<file path="src/prsl_consts.svh">
// Constants for the pin reset state logic: widths, bit positions,
// reset levels and timing counts.
// Assumes inclusion by bare name from the package and the modules.
`ifndef PRSL_CONSTS_SVH
`define PRSL_CONSTS_SVH

// ==========================================================
// Widths
`define PRSL_MEM_ADDR_W 28
`define PRSL_SRAM_BANKS 5
`define PRSL_ARB_AGENTS 4
`define PRSL_PCI_CTL_W 8
`define PRSL_SYNC_W 9

// ==========================================================
// PCI control vector bit positions
`define PRSL_CTL_FRAME 0
`define PRSL_CTL_IRDY 1
`define PRSL_CTL_TRDY 2
`define PRSL_CTL_STOP 3
`define PRSL_CTL_DEVSEL 4
`define PRSL_CTL_LOCK 5
`define PRSL_CTL_PERR 6
`define PRSL_CTL_REQ 7

// ==========================================================
// Synchroniser bit positions
`define PRSL_SY_PCLK 0
`define PRSL_SY_PRST_N 1
`define PRSL_SY_HOST_N 2
`define PRSL_SY_BYPASS 3
`define PRSL_SY_LOCK 4
`define PRSL_SY_REQ_LSB 5

// ==========================================================
// Reset levels and counts
`define PRSL_GRANT_IDLE 4'hf
`define PRSL_GRANT_PARK0 4'he
`define PRSL_REQ_NONE 4'hf
`define PRSL_ADDR_RST 28'h0000000
`define PRSL_PCI_RESUME_EDGES 5

`endif

</file>
<file path="src/prsl_pkg.sv">
// Types for the pin reset state logic.
// Assumes prsl_consts.svh is on the include path.
`include "prsl_consts.svh"

package prsl_pkg;

	// ==========================================================
	// PCI reset sequencer
	typedef enum logic [1:0] {
		PCI_HELD,
		PCI_WAIT,
		PCI_RUN
	} prsl_pci_st_t;

	// ==========================================================
	// Whole state of the top module
	typedef struct packed {
		prsl_pci_st_t pci_st;
		logic [2:0] edge_cnt;
		logic pclk_d;
		logic [31:0] ad;
		logic ad_oe;
		logic [3:0] cbe;
		logic cbe_oe;
		logic par;
		logic par_oe;
		logic [`PRSL_PCI_CTL_W-1:0] ctl;
		logic [`PRSL_PCI_CTL_W-1:0] ctl_oe;
		logic serr_oe;
		logic [`PRSL_ARB_AGENTS-1:0] gnt_n;
		logic [`PRSL_SRAM_BANKS-1:0] bank_sel_n;
		logic [`PRSL_SRAM_BANKS-1:0] out_en_n;
		logic [1:0] boot_sel_n;
		logic io_sel_n;
		logic gen_oe_n;
		logic [1:0] sync_sel_n;
		logic rd;
		logic wr_n;
		logic [3:0] bwe_n;
		logic cas_n;
		logic ras_n;
		logic swe_n;
		logic dbg_act;
		logic dbg_tx;
		logic err_oe;
		logic watchdog_flag_n_oe;
		logic [`PRSL_MEM_ADDR_W-1:0] addr;
		logic lock;
	} prsl_state_t;

endpackage

</file>
<file path="src/prsl_sync.sv">
// Two-stage synchroniser for a vector of independent pin levels.
// Assumes each bit is a slow level; multi-bit coherence is not kept.
`timescale 1ns/1ps
`default_nettype none

module prsl_sync #(
	parameter int WIDTH = 1
) (
	// Clock and reset
	input wire logic core_clk_i,
	input wire logic sys_rst_i,
	// Levels
	input wire logic [WIDTH-1:0] d_i,
	output logic [WIDTH-1:0] q_o
);

	typedef struct packed {
		logic [WIDTH-1:0] s1;
		logic [WIDTH-1:0] s2;
	} prsl_sync_t;

	prsl_sync_t st_ff;
	prsl_sync_t nxt_st;

	if (WIDTH < 1) begin
		$error("prsl_sync: WIDTH must be at least 1");
	end

	// ==========================================================
	// First stage is read only by the second
	always_comb begin
		nxt_st.s1 = d_i;
		nxt_st.s2 = st_ff.s1;
	end

	always_ff @(posedge core_clk_i) begin
		if (sys_rst_i) begin
			st_ff <= '0;
		end else begin
			st_ff <= nxt_st;
		end
	end

	assign q_o = st_ff.s2;

endmodule

`default_nettype wire

</file>
<file path="src/prsl_top.sv">
// Pin reset state logic: drives memory, debug, error and PCI pins to
// their reset levels and hands them to the core outside reset.
// Assumes core_clk_i is the memory clock; pin inputs are asynchronous.
//
// How it works
// - Non-PCI pins follow the memory clock and system reset, PCI pins follow PCI clock and reset.
// - While PCI reset is held every PCI driver including request, but not grant, is released to high impedance.
// - In reset the memory, boot, I/O, output-enable and sync-memory selects are driven high.
// - Memory strobes, byte write enables and debug outputs go high at the first clock edge in reset.
// - The open-drain error and watchdog flags are released after the first clock edge in reset.
// - In host mode under PCI reset, grant parks on agent 0 if no request is seen, else all high.
// - The lock output goes low in reset and rises once the PLL locks, except in bypass mode.
// - The memory address outputs hold a valid fixed level during reset.
// - PCI reset halts the PCI side at once; it resumes after the fifth PCI clock edge past release.
`timescale 1ns/1ps
`default_nettype none
`include "prsl_consts.svh"

module prsl_top
	import prsl_pkg::*;
#(
	parameter int RESUME_EDGES = `PRSL_PCI_RESUME_EDGES
) (
	// Clock and reset
	input wire logic core_clk_i,
	input wire logic sys_rst_i,
	// Asynchronous pins
	input wire logic pci_clk_i,
	input wire logic pci_rst_n_i,
	input wire logic host_select_n_i,
	input wire logic pll_bypass_i,
	input wire logic pll_lock_i,
	input wire logic [`PRSL_ARB_AGENTS-1:0] arb_request_n_i,
	// Core values for the PCI pins
	input wire logic [31:0] pci_ad_fn_i,
	input wire logic pci_ad_oe_fn_i,
	input wire logic [3:0] pci_cbe_fn_i,
	input wire logic pci_cbe_oe_fn_i,
	input wire logic pci_par_fn_i,
	input wire logic pci_par_oe_fn_i,
	input wire logic [`PRSL_PCI_CTL_W-1:0] pci_ctl_fn_i,
	input wire logic [`PRSL_PCI_CTL_W-1:0] pci_ctl_oe_fn_i,
	input wire logic pci_serr_oe_fn_i,
	input wire logic [`PRSL_ARB_AGENTS-1:0] arb_grant_n_fn_i,
	// Core values for the memory and debug pins
	input wire logic [`PRSL_SRAM_BANKS-1:0] sram_bank_sel_n_fn_i,
	input wire logic [`PRSL_SRAM_BANKS-1:0] sram_out_en_n_fn_i,
	input wire logic [1:0] boot_mem_sel_n_fn_i,
	input wire logic io_space_sel_n_fn_i,
	input wire logic gen_out_en_n_fn_i,
	input wire logic [1:0] sync_mem_sel_n_fn_i,
	input wire logic read_strobe_fn_i,
	input wire logic write_strobe_n_fn_i,
	input wire logic [3:0] byte_write_en_n_fn_i,
	input wire logic col_strobe_n_fn_i,
	input wire logic row_strobe_n_fn_i,
	input wire logic sync_write_strobe_n_fn_i,
	input wire logic debug_active_flag_fn_i,
	input wire logic debug_serial_tx_fn_i,
	input wire logic error_flag_fn_i,
	input wire logic watchdog_flag_fn_i,
	input wire logic [`PRSL_MEM_ADDR_W-1:0] mem_addr_fn_i,
	// PCI pins
	output logic [31:0] pci_ad_o,
	output logic pci_ad_oe_o,
	output logic [3:0] pci_cbe_o,
	output logic pci_cbe_oe_o,
	output logic pci_par_o,
	output logic pci_par_oe_o,
	output logic [`PRSL_PCI_CTL_W-1:0] pci_ctl_o,
	output logic [`PRSL_PCI_CTL_W-1:0] pci_ctl_oe_o,
	output logic pci_serr_o,
	output logic pci_serr_oe_o,
	output logic [`PRSL_ARB_AGENTS-1:0] arb_grant_n_o,
	output logic pci_run_o,
	// Memory and debug pins
	output logic [`PRSL_SRAM_BANKS-1:0] sram_bank_sel_n_o,
	output logic [`PRSL_SRAM_BANKS-1:0] sram_out_en_n_o,
	output logic [1:0] boot_mem_sel_n_o,
	output logic io_space_sel_n_o,
	output logic gen_out_en_n_o,
	output logic [1:0] sync_mem_sel_n_o,
	output logic read_strobe_o,
	output logic write_strobe_n_o,
	output logic [3:0] byte_write_en_n_o,
	output logic col_strobe_n_o,
	output logic row_strobe_n_o,
	output logic sync_write_strobe_n_o,
	output logic debug_active_flag_o,
	output logic debug_serial_tx_o,
	output logic error_flag_n_o,
	output logic error_flag_oe_o,
	output logic watchdog_flag_n_o,
	output logic watchdog_flag_oe_o,
	output logic [`PRSL_MEM_ADDR_W-1:0] mem_addr_o,
	output logic pll_lock_o
);

	localparam logic [2:0] RESUME_CNT = 3'(RESUME_EDGES);
	// Reset image; unnamed fields start low, which also releases every PCI driver
	localparam prsl_state_t RST_ST = '{pci_st: PCI_HELD, gnt_n: `PRSL_GRANT_IDLE,
		bank_sel_n: '1, out_en_n: '1, boot_sel_n: '1,
		io_sel_n: '1, gen_oe_n: '1, sync_sel_n: '1,
		rd: '1, wr_n: '1, bwe_n: '1, cas_n: '1, ras_n: '1, swe_n: '1, dbg_act: '1,
		dbg_tx: '1, err_oe: 1'b0, watchdog_flag_n_oe: 1'b0, lock: 1'b0,
		addr: `PRSL_ADDR_RST, default: '0};

	if (RESUME_EDGES < 1 || RESUME_EDGES > 7) begin
		$error("prsl_top: RESUME_EDGES out of 1..7");
	end

	// ==========================================================
	// Pin synchronisers
	logic [`PRSL_SYNC_W-1:0] sy_q;
	wire logic [`PRSL_SYNC_W-1:0] sy_d = {arb_request_n_i, pll_lock_i, pll_bypass_i,
		host_select_n_i, pci_rst_n_i, pci_clk_i};

	prsl_sync #(.WIDTH(`PRSL_SYNC_W)) u_sync (.core_clk_i(core_clk_i), .sys_rst_i(sys_rst_i),
		.d_i(sy_d), .q_o(sy_q));

	wire logic pclk_s = sy_q[`PRSL_SY_PCLK];
	wire logic pci_held_s = ~sy_q[`PRSL_SY_PRST_N];
	wire logic host_mode_s = ~sy_q[`PRSL_SY_HOST_N];
	wire logic bypass_s = sy_q[`PRSL_SY_BYPASS];
	wire logic lock_s = sy_q[`PRSL_SY_LOCK];
	wire logic [`PRSL_ARB_AGENTS-1:0] req_n_s = sy_q[`PRSL_SY_REQ_LSB +: `PRSL_ARB_AGENTS];

	prsl_state_t st_ff;
	prsl_state_t nxt_st;
	wire logic pci_edge = pclk_s & ~st_ff.pclk_d;

	// ==========================================================
	// Next state
	always_comb begin
		nxt_st = st_ff;
		nxt_st.pclk_d = pclk_s;
		// PCI sequencer; halts in the same cycle as the synced reset
		case (st_ff.pci_st)
			PCI_HELD: begin
				nxt_st.edge_cnt = 3'h0;
				if (!pci_held_s) begin
					nxt_st.pci_st = PCI_WAIT;
				end
			end
			PCI_WAIT: begin
				if (pci_held_s) begin
					nxt_st.pci_st = PCI_HELD;
				end else if (pci_edge) begin
					nxt_st.edge_cnt = st_ff.edge_cnt + 3'h1;
					if (st_ff.edge_cnt + 3'h1 == RESUME_CNT) begin
						nxt_st.pci_st = PCI_RUN;
					end
				end
			end
			PCI_RUN: begin
				if (pci_held_s) begin
					nxt_st.pci_st = PCI_HELD;
				end
			end
			default: nxt_st.pci_st = PCI_HELD;
		endcase
		// PCI drivers: released until running, updated on PCI edges only
		if (pci_held_s || st_ff.pci_st != PCI_RUN) begin
			nxt_st.ad_oe = 1'b0;
			nxt_st.cbe_oe = 1'b0;
			nxt_st.par_oe = 1'b0;
			nxt_st.ctl_oe = '0;
			nxt_st.serr_oe = 1'b0;
		end else if (pci_edge) begin
			nxt_st.ad = pci_ad_fn_i;
			nxt_st.ad_oe = pci_ad_oe_fn_i;
			nxt_st.cbe = pci_cbe_fn_i;
			nxt_st.cbe_oe = pci_cbe_oe_fn_i;
			nxt_st.par = pci_par_fn_i;
			nxt_st.par_oe = pci_par_oe_fn_i;
			nxt_st.ctl = pci_ctl_fn_i;
			nxt_st.ctl_oe = pci_ctl_oe_fn_i;
			nxt_st.serr_oe = pci_serr_oe_fn_i;
		end
		// Arbiter grants
		if (!host_mode_s) begin
			nxt_st.gnt_n = `PRSL_GRANT_IDLE;
		end else if (pci_edge) begin
			if (st_ff.pci_st != PCI_RUN || pci_held_s) begin
				nxt_st.gnt_n = (req_n_s == `PRSL_REQ_NONE) ? `PRSL_GRANT_PARK0 :
					`PRSL_GRANT_IDLE;
			end else begin
				nxt_st.gnt_n = arb_grant_n_fn_i;
			end
		end
		// Memory, debug and error pins follow the core outside reset
		nxt_st.bank_sel_n = sram_bank_sel_n_fn_i;
		nxt_st.out_en_n = sram_out_en_n_fn_i;
		nxt_st.boot_sel_n = boot_mem_sel_n_fn_i;
		nxt_st.io_sel_n = io_space_sel_n_fn_i;
		nxt_st.gen_oe_n = gen_out_en_n_fn_i;
		nxt_st.sync_sel_n = sync_mem_sel_n_fn_i;
		nxt_st.rd = read_strobe_fn_i;
		nxt_st.wr_n = write_strobe_n_fn_i;
		nxt_st.bwe_n = byte_write_en_n_fn_i;
		nxt_st.cas_n = col_strobe_n_fn_i;
		nxt_st.ras_n = row_strobe_n_fn_i;
		nxt_st.swe_n = sync_write_strobe_n_fn_i;
		nxt_st.dbg_act = debug_active_flag_fn_i;
		nxt_st.dbg_tx = debug_serial_tx_fn_i;
		nxt_st.err_oe = error_flag_fn_i;
		nxt_st.watchdog_flag_n_oe = watchdog_flag_fn_i;
		nxt_st.addr = mem_addr_fn_i;
		// Bypass: PLL unused, so lock is shown high
		nxt_st.lock = bypass_s | lock_s;
	end

	// ==========================================================
	// State register; system reset keeps PCI side halted too
	always_ff @(posedge core_clk_i) begin
		if (sys_rst_i) begin
			st_ff <= RST_ST;
		end else begin
			st_ff <= nxt_st;
		end
	end

	// ==========================================================
	// Outputs
	assign pci_ad_o = st_ff.ad;
	assign pci_ad_oe_o = st_ff.ad_oe;
	assign pci_cbe_o = st_ff.cbe;
	assign pci_cbe_oe_o = st_ff.cbe_oe;
	assign pci_par_o = st_ff.par;
	assign pci_par_oe_o = st_ff.par_oe;
	assign pci_ctl_o = st_ff.ctl;
	assign pci_ctl_oe_o = st_ff.ctl_oe;
	assign pci_serr_o = 1'b0;
	assign pci_serr_oe_o = st_ff.serr_oe;
	assign arb_grant_n_o = st_ff.gnt_n;
	assign pci_run_o = (st_ff.pci_st == PCI_RUN);
	assign sram_bank_sel_n_o = st_ff.bank_sel_n;
	assign sram_out_en_n_o = st_ff.out_en_n;
	assign boot_mem_sel_n_o = st_ff.boot_sel_n;
	assign io_space_sel_n_o = st_ff.io_sel_n;
	assign gen_out_en_n_o = st_ff.gen_oe_n;
	assign sync_mem_sel_n_o = st_ff.sync_sel_n;
	assign read_strobe_o = st_ff.rd;
	assign write_strobe_n_o = st_ff.wr_n;
	assign byte_write_en_n_o = st_ff.bwe_n;
	assign col_strobe_n_o = st_ff.cas_n;
	assign row_strobe_n_o = st_ff.ras_n;
	assign sync_write_strobe_n_o = st_ff.swe_n;
	assign debug_active_flag_o = st_ff.dbg_act;
	assign debug_serial_tx_o = st_ff.dbg_tx;
	// Open drain: output level fixed low, enable carries the flag
	assign error_flag_n_o = 1'b0;
	assign error_flag_oe_o = st_ff.err_oe;
	assign watchdog_flag_n_o = 1'b0;
	assign watchdog_flag_oe_o = st_ff.watchdog_flag_n_oe;
	assign mem_addr_o = st_ff.addr;
	assign pll_lock_o = st_ff.lock;

	// ==========================================================
	// Assertions
	AST_PCI_DOMAIN: assert property (@(posedge core_clk_i) disable iff (sys_rst_i)
		$changed(arb_grant_n_o) && $past(host_mode_s) |-> $past(pci_edge))
		else $error("grant changed without a PCI clock edge");
	AST_PCI_HIZ: assert property (@(posedge core_clk_i) disable iff (sys_rst_i)
		$past(pci_held_s) |-> !pci_ad_oe_o && !pci_cbe_oe_o && !pci_par_oe_o
			&& pci_ctl_oe_o == '0 && !pci_serr_oe_o)
		else $error("PCI driver enabled under PCI reset");
	AST_SEL_HIGH: assert property (@(posedge core_clk_i)
		$past(sys_rst_i) |-> &sram_bank_sel_n_o && &sram_out_en_n_o && &boot_mem_sel_n_o
			&& io_space_sel_n_o && gen_out_en_n_o && &sync_mem_sel_n_o)
		else $error("select not high in reset");
	AST_STROBE_HIGH: assert property (@(posedge core_clk_i)
		$past(sys_rst_i) |-> read_strobe_o && write_strobe_n_o && &byte_write_en_n_o
			&& col_strobe_n_o && row_strobe_n_o && sync_write_strobe_n_o
			&& debug_active_flag_o && debug_serial_tx_o)
		else $error("strobe not high in reset");
	AST_OD_RELEASE: assert property (@(posedge core_clk_i)
		$past(sys_rst_i) |-> !error_flag_oe_o && !watchdog_flag_oe_o)
		else $error("open-drain flag driven in reset");
	AST_GRANT_PARK: assert property (@(posedge core_clk_i) disable iff (sys_rst_i)
		$past(pci_edge) && $past(host_mode_s) && $past(pci_held_s)
			|-> arb_grant_n_o == (($past(req_n_s) == `PRSL_REQ_NONE) ?
				`PRSL_GRANT_PARK0 : `PRSL_GRANT_IDLE))
		else $error("wrong grant parking in PCI reset");
	AST_LOCK_LOW: assert property (@(posedge core_clk_i)
		$past(sys_rst_i) ##1 (!$past(bypass_s) && !$past(lock_s)) |-> !pll_lock_o)
		else $error("lock high before PLL lock");
	AST_ADDR_VALID: assert property (@(posedge core_clk_i)
		$past(sys_rst_i) |-> mem_addr_o == `PRSL_ADDR_RST)
		else $error("address not at reset level");
	AST_PCI_RESUME: assert property (@(posedge core_clk_i) disable iff (sys_rst_i)
		$rose(pci_run_o) |-> $past(pci_edge) && $past(st_ff.edge_cnt) == RESUME_CNT - 3'h1)
		else $error("PCI resumed at wrong edge");

endmodule

`default_nettype wire

</file>
<file path="config.mk">
export PLATFORM = sky130hd
export DESIGN_NAME = prsl_top
export DESIGN_NICKNAME = d
export VERILOG_FILES = /design/src/prsl_pkg.sv /design/src/prsl_sync.sv /design/src/prsl_top.sv
export VERILOG_INCLUDE_DIRS = /design/src
export SDC_FILE = /design/constraint.sdc
export NUM_CORES = 1
export LEC_CHECK = 0
export BUFFER_PORTS_ARGS = -buffer_cell sky130_fd_sc_hd__buf_4
export CAP_MARGIN = 15
export CELL_PAD_IN_SITES_DETAIL_PLACEMENT = 1
export CELL_PAD_IN_SITES_GLOBAL_PLACEMENT = 1
export CORE_MARGIN = 10
export CORE_UTILIZATION = 39
export CTS_BUF_LIST = sky130_fd_sc_hd__clkbuf_4
export DETAILED_ROUTE_END_ITERATION = 12
export PLACE_DENSITY = 0.85
export SLEW_MARGIN = 20
export SYNTH_ARGS = -nofsm -noshare
export SYNTH_HDL_FRONTEND = slang
export SYNTH_SLANG_ARGS = --single-unit
export TNS_END_PERCENT = 10
</file>
<file path="constraint.sdc">
create_clock -name core_clk_i -period 2.2 [get_ports core_clk_i]
set_input_delay 0.44 -clock core_clk_i [delete_from_list [all_inputs] [get_ports core_clk_i]]
set_output_delay 0.44 -clock core_clk_i [all_outputs]
set_load 0.03 [all_outputs]
</file>
## Word-level counts from Yosys, hierarchy flattened

Index checks and enable logic that the tools add are counted.

| word-level totals | value |
|---|---|
| input port bits | 129 |
| register bits | 143 |
| output and inout port bits | 123 |
| word-level logic and storage cells | 68 |

| operators by class | value |
|---|---|
| eq/ne operators | 11 |
| $add $sub $neg | 1 |
| muxes and demuxes | 10 |
| bitwise logic cells | 5 |
| reductions and logical operators | 8 |

Operators by type and width:

| cell | count |
|---|---|
| 2-bit two-way mux | 4 |
| 2-bit != test (second input constant) | 3 |
| 3-bit != test (second input constant) | 2 |
| 2-bit case mux with 3 select lines | 1 |
| 3-bit case mux with 2 select lines | 1 |
| 5-bit two-way mux | 1 |
| 4-bit equality test (second input constant) | 1 |
| 4-bit two-way mux | 1 |
| 2-bit by 1-bit != test with 1-bit output (second input constant) | 2 |
| 4-bit AND reduction | 1 |
| 2-bit OR reduction | 2 |
| 3-bit by 1-bit adder with 3-bit output (second input constant) | 1 |
| 3-bit equality test (second input constant) | 1 |
| 3-bit two-way mux | 1 |
| 1-bit NOT | 3 |
| 3-bit AND reduction | 1 |
| 2-bit by 1-bit equality test with 1-bit output (second input constant) | 1 |
| 2-bit equality test (second input constant) | 1 |
| 2-bit zero test | 1 |
| 2-bit AND reduction | 1 |
| 2-bit nonzero test | 1 |
| 1-bit bitwise AND | 1 |
| 1-bit logical OR | 1 |
| 1-bit two-way mux | 1 |
| 1-bit bitwise OR | 1 |

## Depth between registers and ports, before layout

| depth | value |
|---|---|
| depth in word-level cells | 6 |
| gate-level depth with buffers | 6 |
| mapped depth without buffers | 4 |

## Modules after synthesis

A second synthesis with hierarchy kept.

| unflattened totals | value |
|---|---|
| cells, all modules | 567 |
| area total of the unflattened synthesis | 5,794.3 um^2 |

Modules (own cells, without submodules):

| module | instances | area each (um^2) | cells each | seq. area each (um^2) |
|---|---|---|---|---|
| prsl_top | 1 | 5,305.1 | 530 | 2,502.4 |
| prsl_sync | 1 | 489.2 | 37 | 360.3 |

## Worst setup path before layout

No wires, ideal clock.

| path | value |
|---|---|
| kind | register -> register |
| start point | reg st_ff[123] in the netlist's numbering |
| end point | reg st_ff (netlist bit pci_ad_o[0]) |
| stages on the path, launching flop included | 7 |
| arrival time | 1,365 ps |
| data required time | 2,128 ps |
| setup time | 72 ps |
| path slack | 764 ps |
| buffers on the path | 3 |
| clock period less this slack | 1,436 ps |
| path through | dfxtp_1 -> buf_6 -> and2b_4 -> and3_4 -> buf_12 -> buf_12 -> mux2i_1 |

| between the ends | value |
|---|---|
| longest elaborated chain between the ends | 4 |

Ends and longest elaborated chain:

| element | line | text |
|---|---|---|
| from (decl) | prsl_top.sv:128 | `prsl_state_t st_ff;` |
| from (signal assigned) | prsl_top.sv:219 | `st_ff <= nxt_st;` |
| 2-bit != test | prsl_top.sv:163 | `if (pci_held_s \|\| st_ff.pci_st != PCI_RUN) begin` |
| 1-bit logical OR | prsl_top.sv:163 |  |
| 1-bit NOT (no line) | - |  |
| 2-bit AND reduction (no line) | - |  |

Every way passes these cells.
A chain may end at the register's enable or synchronous reset.

## Final worst setup path

| path | value |
|---|---|
| start point | reg st_ff[123] in the netlist's numbering |
| end point | out pci_run_o |

| between the ends | value |
|---|---|
| longest elaborated chain between the ends | 1 |

Ends and longest elaborated chain:

| element | line | text |
|---|---|---|
| 2-bit equality test | prsl_top.sv:236 | `assign pci_run_o = (st_ff.pci_st == PCI_RUN);` |
| to (decl) | prsl_top.sv:75 | `output logic pci_run_o,` |

Every way passes these cells.

==> flow_metrics.py <==
metrics = {
    "outcome": {
        "status": "finished clean",
    },
    "routing": {
        "vias": 4080,
        "drt_pass1_iterations": 4,
        "antenna_left": 0,
        "via_per_inst": 4.49,
        "wl_per_cell_um": 18.4,
        "drt_wl_total_um": 16700,
        "drt_iter0_drc": 57,
        "drc": 0,
    },
    "clocking": {
        "numCtsBuffers": 17,
        "cts-root-buf": "clkbuf_4",
        "post_cts_buffers": 0,
        "clk_latency_ps": 530,
        "htreeDepth": 4,
        "cts.sinks": 143,
        "clockBufferDepth": 2,
        "path_clk_slew_ps": 130,
        "cts_tree": "yes",
    },
    "sta": {
        "worstMarginPinSlew_ps": 678,
        "finalClockSkew_ps": 14.1,
        "slew_viol_final": 0,
        "min_period_over_period": 0.857,
        "setup_viol": 0,
        "fmax_mhz": 530,
        "hold_viol_final": 0,
        "period_needed_ps": 1890,
        "slew_headroom": 0.546,
        "rsz0062_at_grt": "false",
        "setup_tns_ps": 0,
    },
    "synth": {
        "yosysMostFrequentCell": "dfxtp_1",
        "synth_top_area_cell": "dfxtp_1",
        "synth_ff_type": "dfxtp_1",
        "netlist_area_sq_um": 5790,
        "syn_inst": 569,
        "yosysWarnings": 0,
        "synth_edf_count": 0,
        "synthTopCellsByCount": "dfxtp_1 (143), buf_4 (105), nand2b_1 (93)",
        "seq_area_frac_synth": 0.495,
        "synth_top_area_frac": 0.495,
        "async_flop_share": 0,
        "synth.distinct_cells": 30,
        "ys_seq_elements": 143,
        "avgSynthCellArea_sq_um": 10.2,
        "yosys-top-cells-area": "dfxtp_1 (49%), buf_4 (14%), nand2b_1 (10%)",
    },
    "critical_path": {
        "start_kind": "flop",
        "max_stage_delay_ps": 490,
        "critPathBufInv": 1,
        "crit_family": "flip-flops",
        "worst_path_max_delay_cell": "dfxtp_1",
        "cp_max_fo": 9,
        "crit_path_end_kind": "output pin",
        "rr_startpoint": "st_ff[123]",
        "cp_data_required_time_ps": 1760,
        "crit_type": "reg2out",
        "r2r_slack_ps": 490,
        "rr_worst_depth": 4,
        "cp_cell_sequence": "and2b_4 > buf_4",
        "r2r-end": "pci_ad_o[13]",
        "cp.arrival_ps": 1450,
    },
    "cells_and_area": {
        "layout.cells.non_filler": 908,
        "syn2layout_area_growth_pct": 25.4,
        "stdcell_area_sq_um": 7250,
        "layout-drive-gt1-share": 0.435,
        "fillerInstances": 1651,
        "nNetsFinal": 842,
        "diodes": 0,
    },
    "placed_design": {
        "place.port_buffers": 248,
        "place.gp.congestion": 0.776,
        "dp_cells": 874,
        "place_hpwl_um": 13100,
        "placed_cell_area_sq_um": 6950,
    },
    "floorplanning": {
        "fp.dieH_um": 142,
        "start_util": 0.398,
        "die_area_sq_um": 20100,
        "ios": 252,
        "die_x_um": 142,
        "coreArea_sq_um": 14500,
        "rows": 44,
    },
    "global_route": {
        "grt_pass1_wl_um": 25400,
        "grt_max_degree": 67,
        "antenna_found_initial": 0,
        "grt-ovfl-total": 0,
        "first_global_vias": 4530,
        "grt_use_total": 0.161,
    },
    "pwr": {
        "power_density_nw_per_um2": 679,
        "p_leak_nw": 3.11,
        "vdd_drop_max_mv": 0.680,
    },
    "min_path": {
        "hold_end": "byte_write_en_n_o[1]",
        "min_from": "byte_write_en_n_fn_i[1]",
        "hold_depth": 2,
        "min-delay-path-class": "in2reg",
    },
    "job": {
        "maxCapViolations": 0,
    },
}
## repair_timing
item	CTS	global route
resized for setup	0	0
hold buffers	1	1
hold endpoints to repair	1	1
## worst max path at each step
stage	end	cells after the start	slack, ps	from
final	pci_run_o	2	310	st_ff[123]
after global routing	pci_run_o	2	190	st_ff[123]
after CTS	pci_run_o	2	240	st_ff[123]
after detailed placement	pci_ad_o[18]	4	490	st_ff[123]
after global placement	pci_ad_o[10]	4	600	st_ff[123]
after floorplan	pci_ad_o[0]	6	760	st_ff[123]
## cells by family (layout without fill, tap and decap cells)
group / Yosys count / count (layout) / share of synthesized area
compound gates: 24 / 24 / 0.0244
flops: 143 / 143 / 0.495
xor+xnor: 1 / 1 / 0.00151
mux: 45 / 45 / 0.0779
other cells: 1 / 3 / 0.000648
simple gates: 216 / 216 / 0.223
fa+ha+maj: 2 / 2 / 0.00432
buf+inv: 137 / 290 / 0.173
## registers in the layout, summed over array words and instances, names as in the netlist, 2 cells and up
name and cells:
sram_bank_sel_n_o 5, mem_addr_o 28, pci_ctl_o 8, st_ff 6
arb_grant_n_o 4, sram_out_en_n_o 5, boot_mem_sel_n_o 2, pci_ctl_oe_o 8
pci_cbe_o 4, u_sync.nxt_st 9, sync_mem_sel_n_o 2, byte_write_en_n_o 4
pci_ad_o 32, u_sync.q_o 9
## routing by layer
| layer | wire length, um | vias to the layer above | share of wire | track usage |
|---|---|---|---|---|
| met5 | 0 | - | 0 | 0 |
| met4 | 138 | 0 | 0.0083 | 0.0452 |
| met3 | 2180 | 10 | 0.13 | 0.106 |
| met2 | 8150 | 182 | 0.49 | 0.269 |
| met1 | 6260 | 1904 | 0.37 | 0.161 |
| li1 | - | 1984 | - | - |
## metrics by stage
| stage | setup WS (ps) | hold WS, ps | utilization | total power (W) |
|---|---|---|---|---|
| floorplan | 764 | 411 | - | 0.00307 |
| global placement | 599 | 422 | 0.478 | 0.00329 |
| detailed placement | 488 | 426 | 0.478 | 0.00331 |
| CTS | 238 | 0.897 | 0.498 | 0.00502 |
| global route | 185 | 3.90 | 0.499 | 0.00518 |
| finish | 314 | 82.2 | 0.499 | 0.00493 |
## power by group
group          total, W  internal, W  leakage, nW  switching, W
sequential      0.00269      0.00266         1.17     0.0000251
clock           0.00167     0.000688        0.148      0.000986
combinational  0.000564     0.000295         1.79      0.000269
total           0.00493      0.00364         3.11       0.00128
## area by class of cell
cell class,count,area (sq um),share of cell area
clock buffer,17,128,0.0176
clock inverter,15,160,0.0221
inverter,3,11.3,0.00155
multi-input combinational,291,1930,0.266
sequential,143,2860,0.395
tap,184,230,0.0317
timing repair buffer,255,1930,0.266
## cell usage in the layout, fill, tap and decap left out, types with 2 or more instances in the layout
| cell | synthesis | routed |
|---|---|---|
| nor2_1 | 2 | 2 |
| a31oi_1 | 3 | 3 |
| o32a_1 | 3 | 3 |
| conb_1 | 1 | 3 |
| nand3_1 | 5 | 5 |
| nand3b_1 | 3 | 3 |
| inv_6 | 0 | 3 |
| nor2b_1 | 51 | 51 |
| nand2_1 | 27 | 27 |
| bufinv_16 | 0 | 2 |
| or2_2 | 28 | 28 |
| a21oi_1 | 14 | 14 |
| o21ai_0 | 3 | 3 |
| dlygate4sd3_1 | 0 | 2 |
| ha_1 | 2 | 2 |
| clkinv_4 | 0 | 3 |
| buf_4 | 105 | 252 |
| dfxtp_1 | 143 | 143 |
| nand2b_1 | 93 | 93 |
| nand4_1 | 2 | 2 |
| inv_1 | 3 | 3 |
| clkinv_2 | 0 | 2 |
| mux2i_1 | 45 | 45 |
| clkbuf_4 | 0 | 17 |
| clkinvlp_4 | 0 | 3 |
(Power assumes the default switching activity.)
